$ cat config.mk
export PLATFORM = sky130hd
export DESIGN_NAME = gms_sequencer
export DESIGN_NICKNAME = d
export VERILOG_FILES = /design/src/verilog/gms_pkg.sv /design/src/verilog/gms_sequencer.sv /design/src/verilog/gms_sec_timer.sv /design/src/verilog/gms_buf2.sv
export SDC_FILE = /design/constraint.sdc
export NUM_CORES = 1
export LEC_CHECK = 0
export BUFFER_PORTS_ARGS = -buffer_cell sky130_fd_sc_hd__buf_2
export CORE_MARGIN = 4
export CORE_UTILIZATION = 55
export CTS_BUF_LIST = sky130_fd_sc_hd__clkbuf_8
export CTS_CLUSTER_DIAMETER = 30
export DETAILED_ROUTE_END_ITERATION = 6
export GPL_TIMING_DRIVEN = 0
export HOLD_SLACK_MARGIN = 0.1
export PLACE_DENSITY = 0.74
export REMOVE_ABC_BUFFERS = 1
export SLEW_MARGIN = 25
export SYNTH_ARGS = -nofsm -noshare
export SYNTH_HDL_FRONTEND = slang
export SYNTH_SLANG_ARGS = --single-unit
$ cat constraint.sdc
create_clock -name mclk_in -period 24.6 [get_ports mclk_in]
set_clock_uncertainty 0.2 [all_clocks]
set_input_delay 4.92 -clock mclk_in [delete_from_list [all_inputs] [get_ports mclk_in]]
set_output_delay 4.92 -clock mclk_in [all_outputs]
set_load 0.02 [all_outputs]
$ cat src/verilog/gms_pkg.sv
package gms_pkg;

    // One second of timer resolution, and its length in clock cycles.
    localparam int unsigned CLK_HZ = 20_000_000;
    localparam int unsigned TICK_S = 1;
    localparam int unsigned TICK_CYCLES = CLK_HZ * TICK_S;

    // Default timer values in seconds.
    localparam logic [15:0] INIT_TO_DEF_S = 16'h0002;
    localparam logic [15:0] OPER_TO_DEF_S = 16'h0258;
    localparam logic [15:0] RETRY_DEF_S = 16'h012C;
    localparam logic [15:0] RESCAN_DEF_S = 16'h0708;

    // Upstream channel identifier reported in every two-way-ok message.
    localparam logic [7:0] UCID_LEGACY = 8'hFF;

    // Timer slots.
    localparam int unsigned TMR_INIT = 0;
    localparam int unsigned TMR_OPER = 1;
    localparam int unsigned TMR_RETRY = 2;
    localparam int unsigned TMR_RESCAN = 3;
    localparam int unsigned TMR_NUM = 4;

    // Pending notification slots, lowest index sent first.
    localparam int unsigned NP_DEPART = 0;
    localparam int unsigned NP_TWO_WAY = 1;
    localparam int unsigned NP_ONE_WAY = 2;
    localparam int unsigned NP_NO_FWD = 3;
    localparam int unsigned NP_SCAN_DONE = 4;
    localparam int unsigned NP_NUM = 5;

    // Descriptor fragment word width.
    localparam int unsigned FRAG_W = 32;

    typedef enum logic [3:0] {
        CMD_NOP = 4'h0,
        CMD_START = 4'h1,
        CMD_VALID = 4'h2,
        CMD_INVALID = 4'h3,
        CMD_SET_TIMER = 4'h4,
        CMD_US_DISABLE = 4'h5,
        CMD_US_ENABLE = 4'h6
    } gms_cmd_t;

    typedef enum logic [3:0] {
        NOTE_NONE = 4'h0,
        NOTE_DEPART = 4'h1,
        NOTE_TWO_WAY_OK = 4'h2,
        NOTE_ONE_WAY = 4'h3,
        NOTE_NO_FWD = 4'h4,
        NOTE_SCAN_DONE = 4'h5
    } gms_note_t;

    typedef enum logic [2:0] {
        ST_IDLE = 3'b000,
        ST_SCAN = 3'b001,
        ST_CHECK = 3'b011,
        ST_UPACQ = 3'b010,
        ST_OPER = 3'b110,
        ST_ONEWAY = 3'b111,
        ST_RESCAN = 3'b101
    } gms_state_t;

endpackage

$ cat src/verilog/gms_sequencer.sv
// Operation
// RULE1 - Tunnel operation waits for start command
// RULE2 - Forward first descriptor fragments unaltered
// RULE3 - Forward new descriptor on change count
// RULE4 - Invalid descriptor resumes channel scanning
// RULE5 - Report failed full scan, keep scanning
// RULE6 - Use default timers unless overridden
// RULE7 - Overrides persist until reset or override
// RULE8 - Init timeout two seconds, range 1-65535
// RULE9 - Operational timeout defaults to 600 seconds
// RULE10 - Retry timer 300 seconds, zero continuous
// RULE11 - Rescan timer 1800 seconds, zero immediate
// RULE12 - Rescan expiry starts new channel search
// RULE13 - Retry expiry starts upstream reconnection
// RULE14 - Stay tuned while upstream is lost
// RULE15 - MAC reinit conditions enter one-way mode
// RULE16 - One-way mode periodically retries upstream
// RULE17 - Each retry restarts upstream acquisition
// RULE18 - Accept channel only when controller validates
// RULE19 - Report forwarding limitations to controller
// RULE20 - Channel-change depart notifies with type
// RULE21 - Channel-change arrive sends two-way-ok 255
// RULE22 - Depart notice precedes bonding-change response
// RULE23 - Bonding success sends two-way-ok 255
// RULE24 - Commands accepted in every state
// RULE25 - Newer version keeps sequence with any headend
// RULE26 - Messages are enumerated codes with fields
module gms_sequencer #(
    parameter int unsigned TICKS = gms_pkg::TICK_CYCLES
) (
    input wire logic mclk_in,
    input wire logic reset_in,
    input wire logic newer_ver_in,
    input wire logic cmd_valid_in,
    input wire gms_pkg::gms_cmd_t cmd_code_in,
    input wire logic [1:0] cmd_sel_in,
    input wire logic [15:0] cmd_arg_in,
    input wire logic tunnel_pkt_in,
    input wire logic scan_complete_in,
    input wire logic mac_reinit_in,
    input wire logic us_ok_in,
    input wire logic dcc_depart_in,
    input wire logic [7:0] dcc_type_in,
    input wire logic dcc_arrive_in,
    input wire logic dbc_req_in,
    input wire logic dbc_done_in,
    input wire logic fwd_limit_in,
    input wire logic [7:0] naco_in,
    input wire logic [7:0] max_cpe_in,
    input wire logic frag_valid_in,
    input wire logic frag_first_in,
    input wire logic frag_last_in,
    input wire logic [7:0] frag_cc_in,
    input wire logic [gms_pkg::FRAG_W-1:0] frag_data_in,
    output logic frag_ready_out,
    output logic fwd_valid_out,
    output logic [gms_pkg::FRAG_W-1:0] fwd_data_out,
    output logic fwd_last_out,
    input wire logic fwd_ready_in,
    output logic notif_valid_out,
    output gms_pkg::gms_note_t notif_code_out,
    output logic [15:0] notif_param_out,
    output logic gateway_active_out,
    output logic tune_hold_out,
    output logic one_way_out,
    output logic scan_req_out,
    output logic us_acquire_start_out,
    output logic us_mode_out,
    output logic us_tx_enable_out,
    output logic dbc_rsp_go_out
);
    import gms_pkg::*;

    gms_state_t st_q, st_d;
    logic [15:0] tval_q [TMR_NUM];
    logic [15:0] tval_d [TMR_NUM];
    logic [TMR_NUM-1:0] t_start, t_stop, t_exp;
    logic scan_q, scan_d, acq_q, acq_d, ustx_q, ustx_d;
    logic mode_q, mode_d, strap_q, strap_d;
    logic [NP_NUM-1:0] pend_q, pend_d, pick, ev;
    logic [7:0] dtype_q, dtype_d;
    logic [15:0] lim_q, lim_d;
    logic nv_q, nv_d, dbcw_q, dbcw_d, arm_q, arm_d, go_q, go_d;
    gms_note_t nc_q, nc_d;
    logic [15:0] np_q, np_d;
    logic have_cc_q, have_cc_d, fon_q, fon_d;
    logic [7:0] cc_q, cc_d;
    logic keep, frag_take;
    logic cmd_go;

    assign cmd_go = cmd_valid_in; // RULE24

    // Four second timers; values start at defaults and change only on
    // a controller override, so only a reboot or another override brings them back.
    for (genvar i = 0; i < TMR_NUM; i++) begin : g_tmr
        gms_sec_timer #(.TICKS(TICKS)) u_tmr (
            .mclk_in(mclk_in),
            .reset_in(reset_in),
            .start_in(t_start[i]),
            .stop_in(t_stop[i]),
            .secs_in(tval_q[i]),
            .expire_out(t_exp[i]),
            .busy_out()
        );
    end

    // Sequencing state machine; commands are decoded in every state.
    always_comb begin
        st_d = st_q;
        t_start = '0;
        t_stop = '0;
        scan_d = 1'b0;
        acq_d = 1'b0;
        ustx_d = ustx_q;
        tval_d = tval_q;
        ev = '0;
        // Zero would violate the 1..65535 range of the two timeouts.
        if (cmd_go && cmd_code_in == CMD_SET_TIMER) begin // RULE7
            if (cmd_arg_in != 16'h0000 || cmd_sel_in[1]) begin // RULE8
                tval_d[cmd_sel_in] = cmd_arg_in; // RULE6
            end
        end
        if (cmd_go && cmd_code_in == CMD_US_DISABLE) ustx_d = 1'b0;
        if (cmd_go && cmd_code_in == CMD_US_ENABLE) ustx_d = 1'b1;
        case (st_q)
            ST_IDLE: begin
                if (cmd_go && cmd_code_in == CMD_START) begin // RULE1
                    st_d = ST_SCAN;
                    scan_d = 1'b1;
                    t_start[TMR_INIT] = 1'b1;
                end
            end
            ST_SCAN: begin
                if (tunnel_pkt_in) begin
                    st_d = ST_CHECK;
                end else if (t_exp[TMR_INIT]) begin
                    scan_d = 1'b1;
                    t_start[TMR_INIT] = 1'b1;
                end
            end
            ST_CHECK: begin
                if (cmd_go && cmd_code_in == CMD_VALID) begin // RULE18
                    st_d = ST_UPACQ;
                    acq_d = 1'b1;
                    t_stop[TMR_INIT] = 1'b1;
                    t_start[TMR_OPER] = 1'b1;
                end else if (t_exp[TMR_INIT]) begin
                    st_d = ST_SCAN;
                    scan_d = 1'b1;
                    t_start[TMR_INIT] = 1'b1;
                end
            end
            ST_UPACQ, ST_OPER, ST_ONEWAY: begin
                if (tunnel_pkt_in) t_start[TMR_OPER] = 1'b1; // RULE14
                if (t_exp[TMR_OPER]) begin
                    st_d = ST_RESCAN;
                    t_stop[TMR_RETRY] = 1'b1;
                    t_start[TMR_RESCAN] = 1'b1; // RULE11
                end else if (mac_reinit_in && st_q != ST_ONEWAY) begin
                    st_d = ST_ONEWAY; // RULE15
                    ev[NP_ONE_WAY] = 1'b1;
                    t_start[TMR_RETRY] = 1'b1; // RULE16
                end else if (st_q == ST_UPACQ && us_ok_in) begin
                    st_d = ST_OPER;
                    ev[NP_TWO_WAY] = 1'b1;
                end else if (st_q == ST_ONEWAY && t_exp[TMR_RETRY]) begin
                    st_d = ST_UPACQ; // RULE13
                    acq_d = 1'b1; // RULE17
                end
            end
            ST_RESCAN: begin
                if (t_exp[TMR_RESCAN]) begin // RULE12
                    st_d = ST_SCAN;
                    scan_d = 1'b1;
                    t_start[TMR_INIT] = 1'b1;
                end
            end
            default: st_d = ST_IDLE;
        endcase
        // A declared-invalid channel sends the scan onward from any state except ST_IDLE.
        if (cmd_go && cmd_code_in == CMD_INVALID && st_q != ST_IDLE) begin
            st_d = ST_SCAN; // RULE4
            scan_d = 1'b1;
            t_stop = '1;
            t_start[TMR_INIT] = 1'b1;
        end
        if (scan_complete_in && (st_q == ST_SCAN || st_q == ST_CHECK)) begin
            ev[NP_SCAN_DONE] = 1'b1; // RULE5
        end
        if (dcc_depart_in || dbc_req_in) ev[NP_DEPART] = 1'b1; // RULE20
        if (dcc_arrive_in || dbc_done_in) ev[NP_TWO_WAY] = 1'b1; // RULE23
        if (fwd_limit_in) ev[NP_NO_FWD] = 1'b1; // RULE19
    end

    // Notification queue: one pending bit per kind, lowest index first.
    // A new event in the cycle its bit is sent keeps the bit set.
    always_comb begin
        pick = '0;
        for (int k = NP_NUM - 1; k >= 0; k--) begin
            if (pend_q[k]) pick = NP_NUM'(1) << k;
        end
        pend_d = (pend_q & ~pick) | ev;
        dtype_d = dcc_depart_in ? dcc_type_in : dtype_q; // RULE20
        if (dbc_req_in && !dcc_depart_in) dtype_d = 8'h00;
        lim_d = fwd_limit_in ? {naco_in, max_cpe_in} : lim_q;
        nv_d = (pick != '0);
        nc_d = NOTE_NONE;
        np_d = 16'h0000;
        if (pick[NP_DEPART]) begin
            nc_d = NOTE_DEPART;
            np_d = {8'h00, dtype_q};
        end else if (pick[NP_TWO_WAY]) begin
            nc_d = NOTE_TWO_WAY_OK; // RULE26
            np_d = {8'h00, UCID_LEGACY}; // RULE21
        end else if (pick[NP_ONE_WAY]) begin
            nc_d = NOTE_ONE_WAY;
        end else if (pick[NP_NO_FWD]) begin
            nc_d = NOTE_NO_FWD;
            np_d = lim_q;
        end else if (pick[NP_SCAN_DONE]) begin
            nc_d = NOTE_SCAN_DONE;
        end
        // The bonding response is released only after the depart notice.
        dbcw_d = dbc_req_in || (dbcw_q && !pick[NP_DEPART]);
        arm_d = pick[NP_DEPART] && dbcw_q; // RULE22
        go_d = arm_q;
        // The newer-version strap is caught once after reset release.
        strap_d = 1'b1;
        mode_d = strap_q ? mode_q : newer_ver_in; // RULE25
    end

    // Descriptor forwarding decision is made on the first fragment and
    // held for the rest; dropped fragments still complete the handshake.
    always_comb begin
        frag_take = frag_valid_in && frag_ready_out;
        keep = frag_first_in ? (!have_cc_q || frag_cc_in != cc_q) : fon_q;
        have_cc_d = have_cc_q;
        cc_d = cc_q;
        fon_d = fon_q;
        if (frag_take && frag_first_in) begin
            have_cc_d = 1'b1; // RULE2
            cc_d = frag_cc_in;
            fon_d = keep; // RULE3
        end
    end

    gms_buf2 #(.W(FRAG_W + 1)) u_buf (
        .mclk_in(mclk_in),
        .reset_in(reset_in),
        .in_valid_in(frag_valid_in && keep),
        .in_data_in({frag_last_in, frag_data_in}),
        .in_ready_out(frag_ready_out),
        .out_valid_out(fwd_valid_out),
        .out_data_out({fwd_last_out, fwd_data_out}),
        .out_ready_in(fwd_ready_in)
    );

    // All state registers.
    always_ff @(posedge mclk_in or posedge reset_in) begin
        if (reset_in) begin
            st_q <= ST_IDLE;
            tval_q[TMR_INIT] <= INIT_TO_DEF_S; // RULE8
            tval_q[TMR_OPER] <= OPER_TO_DEF_S; // RULE9
            tval_q[TMR_RETRY] <= RETRY_DEF_S; // RULE10
            tval_q[TMR_RESCAN] <= RESCAN_DEF_S;
            scan_q <= 1'b0;
            acq_q <= 1'b0;
            ustx_q <= 1'b1;
            mode_q <= 1'b0;
            strap_q <= 1'b0;
            pend_q <= '0;
            dtype_q <= 8'h00;
            lim_q <= 16'h0000;
            nv_q <= 1'b0;
            nc_q <= NOTE_NONE;
            np_q <= 16'h0000;
            dbcw_q <= 1'b0;
            arm_q <= 1'b0;
            go_q <= 1'b0;
            have_cc_q <= 1'b0;
            cc_q <= 8'h00;
            fon_q <= 1'b0;
        end else begin
            st_q <= st_d;
            tval_q <= tval_d;
            scan_q <= scan_d;
            acq_q <= acq_d;
            ustx_q <= ustx_d;
            mode_q <= mode_d;
            strap_q <= strap_d;
            pend_q <= pend_d;
            dtype_q <= dtype_d;
            lim_q <= lim_d;
            nv_q <= nv_d;
            nc_q <= nc_d;
            np_q <= np_d;
            dbcw_q <= dbcw_d;
            arm_q <= arm_d;
            go_q <= go_d;
            have_cc_q <= have_cc_d;
            cc_q <= cc_d;
            fon_q <= fon_d;
        end
    end

    assign gateway_active_out = (st_q != ST_IDLE);
    assign tune_hold_out = st_q[1];
    assign one_way_out = (st_q == ST_ONEWAY);
    assign scan_req_out = scan_q;
    assign us_acquire_start_out = acq_q;
    assign us_mode_out = mode_q;
    assign us_tx_enable_out = ustx_q;
    assign notif_valid_out = nv_q;
    assign notif_code_out = nc_q;
    assign notif_param_out = np_q;
    assign dbc_rsp_go_out = go_q;
endmodule

$ cat src/verilog/gms_sec_timer.sv
// Second-granular down counter; a load of zero expires on the next edge.
module gms_sec_timer #(
    parameter int unsigned TICKS = gms_pkg::TICK_CYCLES
) (
    input wire logic mclk_in,
    input wire logic reset_in,
    input wire logic start_in,
    input wire logic stop_in,
    input wire logic [15:0] secs_in,
    output logic expire_out,
    output logic busy_out
);
    import gms_pkg::*;

    logic [31:0] pre_q, pre_d;
    logic [15:0] secs_q, secs_d;
    logic busy_q, busy_d;
    logic exp_q, exp_d;

    // Restart wins over stop so a retrigger in the same cycle is kept.
    always_comb begin
        pre_d = pre_q;
        secs_d = secs_q;
        busy_d = busy_q;
        exp_d = 1'b0;
        if (start_in) begin
            pre_d = 32'h0000_0000;
            secs_d = secs_in;
            busy_d = 1'b1;
        end else if (stop_in) begin
            busy_d = 1'b0;
        end else if (busy_q) begin
            if (secs_q == 16'h0000) begin
                exp_d = 1'b1;
                busy_d = 1'b0;
            end else if (pre_q == 32'(TICKS - 1)) begin
                pre_d = 32'h0000_0000;
                secs_d = secs_q - 16'h0001;
            end else begin
                pre_d = pre_q + 32'h0000_0001;
            end
        end
    end

    // Count state.
    always_ff @(posedge mclk_in or posedge reset_in) begin
        if (reset_in) begin
            pre_q <= 32'h0000_0000;
            secs_q <= 16'h0000;
            busy_q <= 1'b0;
            exp_q <= 1'b0;
        end else begin
            pre_q <= pre_d;
            secs_q <= secs_d;
            busy_q <= busy_d;
            exp_q <= exp_d;
        end
    end

    assign expire_out = exp_q;
    assign busy_out = busy_q;
endmodule

$ cat src/verilog/gms_buf2.sv
// Two-entry buffer; both handshake flags come straight from flip-flops.
module gms_buf2 #(
    parameter int unsigned W = gms_pkg::FRAG_W + 1
) (
    input wire logic mclk_in,
    input wire logic reset_in,
    input wire logic in_valid_in,
    input wire logic [W-1:0] in_data_in,
    output logic in_ready_out,
    output logic out_valid_out,
    output logic [W-1:0] out_data_out,
    input wire logic out_ready_in
);
    import gms_pkg::*;

    logic [W-1:0] mem_q [2];
    logic [W-1:0] mem_d [2];
    logic wp_q, wp_d, rp_q, rp_d;
    logic [1:0] cnt_q, cnt_d;
    logic rdy_q, rdy_d, vld_q, vld_d;
    logic push, pop;

    // Pointer and count update; ready drops as soon as two words are held.
    always_comb begin
        push = in_valid_in && rdy_q;
        pop = vld_q && out_ready_in;
        mem_d = mem_q;
        wp_d = wp_q;
        rp_d = rp_q;
        cnt_d = cnt_q;
        if (push) begin
            mem_d[wp_q] = in_data_in;
            wp_d = ~wp_q;
        end
        if (pop) begin
            rp_d = ~rp_q;
        end
        if (push && !pop) begin
            cnt_d = cnt_q + 2'd1;
        end else if (pop && !push) begin
            cnt_d = cnt_q - 2'd1;
        end
        rdy_d = (cnt_d != 2'd2);
        vld_d = (cnt_d != 2'd0);
    end

    // Storage and flags.
    always_ff @(posedge mclk_in or posedge reset_in) begin
        if (reset_in) begin
            mem_q[0] <= '0;
            mem_q[1] <= '0;
            wp_q <= 1'b0;
            rp_q <= 1'b0;
            cnt_q <= 2'd0;
            rdy_q <= 1'b1;
            vld_q <= 1'b0;
        end else begin
            mem_q <= mem_d;
            wp_q <= wp_d;
            rp_q <= rp_d;
            cnt_q <= cnt_d;
            rdy_q <= rdy_d;
            vld_q <= vld_d;
        end
    end

    assign in_ready_out = rdy_q;
    assign out_valid_out = vld_q;
    assign out_data_out = mem_q[rp_q];
endmodule

# After elaboration in Yosys (flattened, before gate mapping)
# Cells that the tools add are included.
[totals]
register_bits = 407
in_bits = 103
output_inout_bits = 64
wordCells = 307
[classes]
addsub = 10
n_lt_le_gt_ge = 5
eq_ne = 32
mux = 143
bitwise = 8
n_reduce_logical = 64
[op_table]
columns = ["operator", "n"]
rows = [
  ["$mux W32", 20],
  ["$mux W16", 25],
  ["$mux W33", 4],
  ["$add A32 B1 Y32 const B", 4],
  ["$eq A32 B25 Y1 const B", 4],
  ["$bwmux W66", 1],
  ["$bwmux W64", 1],
  ["$logic_not A16 Y1", 4],
  ["$sub A16 B1 Y16 const B", 4],
  ["$mux W1", 58],
  ["$mux W3", 15],
  ["$demux W33 S1", 1],
  ["$demux W16 S2", 1],
  ["$mux W5", 5],
  ["$logic_and A1 B1 Y1", 23],
  ["$reduce_bool A2 Y1", 11],
  ["$mux W8", 2],
  ["$reduce_and A4 Y1", 4],
  ["$reduce_bool A16 Y1", 1],
  ["$pmux W3 S5", 1],
  ["$ne A2 B1 Y1 const B", 7],
  ["$eq A4 B3 Y1 const B", 3],
  ["$reduce_and A3 Y1", 4],
  ["$mux W2", 5],
  ["other kinds (34)", 54],
]

# Logic depth before layout (Yosys ltp)
[depth]
ltp_word = 10
mapped_depth = 10
ltp_nobuf = 9

# By module
# Synthesis repeated with hierarchy kept, for this count alone.
[hier_totals]
hier_cells = 2022
area_unflattened_um2 = 21386.8
[modules_own_cells]
columns = ["module", "n_inst", "cells_each", "area_each_um2", "seq_area_each_um2"]
rows = [
  ["gms_sec_timer at g_tmr[1].u_tmr ...", 2, 371, 3289.4, 1251.2],
  ["gms_sequencer", 1, 408, 5505.3, 3370.7],
  ["gms_buf2", 1, 206, 3253.1, 1803.0],
  ["gms_sec_timer at g_tmr[0].u_tmr", 1, 329, 3036.7, 1251.2],
  ["gms_sec_timer at g_tmr[3].u_tmr", 1, 337, 3012.9, 1251.2],
]

# Worst setup path after synthesis
# Ideal clock, no wire load.
[synth_timing]
path_kind = "input port to flip-flop"
startpoint = "input cmd_code_in[0]"
endpoint = "register tval_q[48] in the netlist's numbering"
setup_time_ns = 0.125
arrival_time_ns = 6.716
t_required_ns = 24.275
setup_slack_ns = 17.559
stages = 5
path_buffers = 2
cell_sequence = "clkbuf_1 -> nor4_1 -> nor3b_2 -> clkbuf_1 -> mux2_2"
[synth_between]
elab_chain_len = 3
[synth_lines]
columns = ["element", "line", "text"]
rows = [
  ["from (decl)", "gms_sequencer.sv:35", "input wire gms_pkg::gms_cmd_t cmd_code_in,"],
  ["$eq A4 B3 Y1", "gms_sequencer.sv:118", "if (cmd_go && cmd_code_in == CMD_SET_TIMER) begin"],
  ["$logic_and A1 B1 Y1", "gms_sequencer.sv:118", ""],
  ["$reduce_and A2 Y1 (no line)", "n/a", ""],
  ["to (signal assigned)", "gms_sequencer.sv:285", "tval_q <= tval_d;"],
  ["to (decl)", "gms_sequencer.sv:75", "logic [15:0] tval_q [TMR_NUM];"],
]
# Every way passes these cells.
# A chain may end at the register's enable or synchronous reset.

# Final worst setup path
[layout_timing]
startpoint = "input cmd_code_in[1]"
endpoint = "register g_tmr[0].u_tmr.pre_q[21]"
[layout_between]
elab_chain_len = 7
word_cells_on_any_way = 19
cone_classes = "eq/ne: 5; mux: 8; reduce/logical: 6"
[layout_lines]
columns = ["element", "line", "text"]
rows = [
  ["$eq A4 B2 Y1 or $eq A4 B1 Y1 (tied branches)", "gms_sequencer.sv:142, gms_sequencer.sv:127", ""],
  ["$logic_and A1 B1 Y1, on equally long branches", "gms_sequencer.sv:142, gms_sequencer.sv:127", ""],
  ["$mux W1, on equally long branches", "gms_sequencer.sv:142, gms_sequencer.sv:127", ""],
  ["$pmux W1 S4 or $mux W1 (tied branches)", "gms_sequencer.sv:125", "case (st_q)"],
  ["$mux W1 or $mux W4 (tied branches)", "gms_sequencer.sv:181", "if (cmd_go && cmd_code_in == CMD_INVALID && st_q != ST_IDLE) begin"],
  ["$ne A2 B2 Y1 (no line), or another cell as far along", "n/a", ""],
  ["$reduce_and A3 Y1 (no line)", "n/a", ""],
  ["to (signal assigned)", "gms_sec_timer.sv:53", "pre_q <= pre_d;"],
  ["to (decl)", "gms_sec_timer.sv:15", "logic [31:0] pre_q, pre_d;"],
]
# Parallel ways exist; a longest one is shown, timed or not.

==> out/qor.csv <==
stage,metric,value,unit
die,Starting Density,55.65,%
detailed_routing,Via density,5.899,
detailed_routing,wl on met1,20330,um
synth,ys async rst share,100.0,%
clock_tree,hold_buf cts,0,
synth,most common cell in the netlist,dfrtp_1,
timing,"Slew Viols, Final",0,
critical_path,"Data arrival, critical path",7.84,ns
grt,vias in the first global route,15444,
grt,global route overflow,0,
timing,Worst Tran Pin Value,0.9412,ns
cells_and_area,"Core Util, Final",65.92,%
detailed_routing,post-route ant nets,0,
grt,first-pass GRT wire length,75860,um
min_path,HP Class,reg -> reg,
die,full die area,39000,sq um
die,Core Area,35480,sq um
pwr,Tot Pwr,2.390,mW
placement,GP Congestion,0.8212,
timing,Max Fclk,0.1333,GHz
die,io pins,167,
detailed_routing,1st-iter DRT viols,1092,
timing,final count of negative-setup-slack endpoints,0,
timing,relative slew slack,37.08,%
detailed_routing,drt first pass iters,5,
synth,Post-synth EDFFs,0,
clock_tree,Clock transition at path regs,0.06,ns
clock_tree,Post-CTS Resized,0,
clock_tree,number of buffers created by CTS,88,
cells_and_area,fin area,23390,sq um
die,Die Y,197.5,um
critical_path,CP cell instances,buf_2 > nor4bb_1 > nand2b_1 > o211ai_1 > o211ai_1 > buf_4 > buf_2 > buf_6 > or4_1 > o31ai_1,
timing,fin crit share,30.50,%
synth,"Seq/Total Area, Yosys",51.54,%
cells_and_area,register area,10180,sq um
critical_path,largest stage delay on the critical path,0.71,ns
detailed_routing,via count,15356,
critical_path,Worst setup SP type,input pin,
critical_path,"Data required, critical path",24.94,ns
clock_tree,# clock sinks,406,
run_status,status,"complete, no violations",
clock_tree,"Clk Latency, worst-skew pair",0.64,ns
synth,#FFs+latches synth,406,
timing,"Hold Violations, Final",0,
synth,"Top FF cell, synth",dfrtp_1,
critical_path,"Slowest-stage cell, CP",nor4bb_1,
placement,Place WS,16.51,ns
cells_and_area,Multi-input gate area,9211,sq um
cells_and_area,Final #Nets,2182,
detailed_routing,"wirelength, routed",45600,um
cells_and_area,fillers,2660,
pwr,worst vdd ir,0.09535,mV
grt,pin count of the biggest net entering global routing,101,
synth,Syn Inst Count,1880,
detailed_routing,met2 routed WL,21500,um
pwr,Pwr Density,102.2,nW/um^2
detailed_routing,wire per inst,17.52,um
timing,Fin Hold WS,0.1570,ns
placement,Placement Cell Area,21190,sq um
die,Die Wd,197.5,um
clock_tree,setup repair bufs after CTS,0,
die,# rows,69,
placement,placed cell count,2438,
cells_and_area,Layout Cells excl Fill,2603,
timing,Period minus WS final,7.503,ns
critical_path,Setup CP Type,in -> reg,
timing,Setup TNS,0,ns
placement,hpwl dp,30110,um
critical_path,crit-path max FO,9,
cells_and_area,P&R area growth vs syn,18.44,%
clock_tree,H-tree levels,3,
detailed_routing,WL met3,2885,um
clock_tree,clk buf depth,3,
cells_and_area,# diodes,0,
clock_tree,clk root buf,clkbuf_8,
flow_run,Max Cap Violations,0,
pwr,Static Leak,9.814,nW
timing,unrepaired setup endpoints after global routing,false,
timing,final critical-path setup slack,17.10,ns
grt,initial antenna violation count,1,
critical_path,Critical Path Sink Type,flop,
synth,post-synthesis cell type count,68,
cells_and_area,share of layout cells above drive strength 1,27.31,%
synth,YS warnings,0,
synth,most frequent cells after synthesis,"391 x dfrtp_1, 187 x mux2_2, 154 x nor2_1",
synth,Synth Area per Inst,10.50,sq um
grt,Tot GR Track Use,23.37,%
synth,Mapped Area,19750,sq um
detailed_routing,DR top layer,met5,
synth,dominant cells by area after synthesis,"dfrtp_1 50%, mux2_2 11%, xnor2_1 4.2%",
synth,"area leader, netlist",dfrtp_1,
placement,Port Buf Inserts,165,
synth,post-synth top area share,49.55,%
clock_tree,CTS tree,built,
detailed_routing,drt drc,0,
area by class of cell:
cell class | count | area share [%]
clock buffer | 104 | 6.120
clock inverter | 61 | 3.135
inverter | 35 | 0.5938
multi-input combinational | 1349 | 39.38
sequential | 406 | 43.52
tap | 461 | 2.466
timing repair buffer | 187 | 4.782
final timing paths:
path | from | endpoint | slack (ns) | depth (start not counted)
min reg2reg | arm_q | dbc_rsp_go_out | 0.16 | 0
max in group asynchronous | reset_in | lim_q[3] | 18.84 | 4
max | cmd_code_in[1] | g_tmr[0].u_tmr.pre_q[21] | 17.10 | 10
min in group asynchronous | reset_in | g_tmr[0].u_tmr.pre_q[21] | 4.16 | 2
min | arm_q | dbc_rsp_go_out | 0.16 | 0
max reg2reg | st_q[2] | g_tmr[2].u_tmr.pre_q[18] | 20.95 | 7
critical path: cells and delay by family:
kind                   cells  cell delay [ns]
AND/OR/NAND/NOR            3             1.45
AO/OA/AOI/OAI              3             0.63
buffers and inverters      4             0.83
cells by family after synthesis:
family                     share of synthesized area [%]
DFF                                                51.54
xor gates and xnor gates                           6.121
AOI/OAI and AO/OA                                  7.812
and+or+nand+nor                                    20.22
other                                            0.03803
buffers and inverters                              2.490
muxes                                              11.02
adders and majority gates                         0.7603
layout by cell type, fill, tap and decap left out, types with 8 or more instances in the layout:
cell type,Yosys,routed
o31ai_1,9,9
dfrtp_1,391,390
a21oi_1,64,63
and4_1,12,12
nor3_1,56,56
clkbuf_8,0,104
bufinv_16,0,14
clkinvlp_4,0,13
a31oi_1,15,12
xnor2_1,94,94
o211ai_1,11,11
dfstp_2,15,15
ha_1,12,12
nand3_1,62,62
nand4_1,67,67
or3_1,32,32
and3_1,16,16
buf_2,8,173
or4_1,13,13
nand3b_1,9,9
inv_1,34,42
nor2b_1,10,10
mux2_2,187,187
a22o_1,12,12
nand2_1,144,144
nor4_2,4,9
clkinv_2,0,14
nor2_1,154,150
nand2b_1,8,8
o21ai_0,114,114
xor2_1,44,44
nand4b_1,13,13
nor4b_1,15,15
nor4_1,76,69
and2_1,19,18
registers in the layout, indices dropped and copies added (netlist names), 2 cells and up:
register                count
g_tmr.u_tmr.pre_q         128
u_buf.mem_q                66
notif_param_out            16
pend_q                      5
g_tmr.u_tmr.expire_out      4
dtype_q                     8
g_tmr.u_tmr.secs_q         64
notif_code_out              3
lim_q                      16
cc_q                        8
u_buf.cnt_q                 2
g_tmr.u_tmr.busy_out        4
st_q                        3
tval_q                     64
metal layers:
layer  vias up  global-route usage (%)
met5         -                       0
met4         2                   7.293
met3        82                   5.253
met2       438                   37.24
met1      7631                   32.24
li1       7203                       -
power breakdown:
part           internal [mW]  switching (mW)
Sequential             0.817           0.129
Combinational          0.259           0.314
Clock                  0.544           0.328
Power figures use the tool's default switching activity.
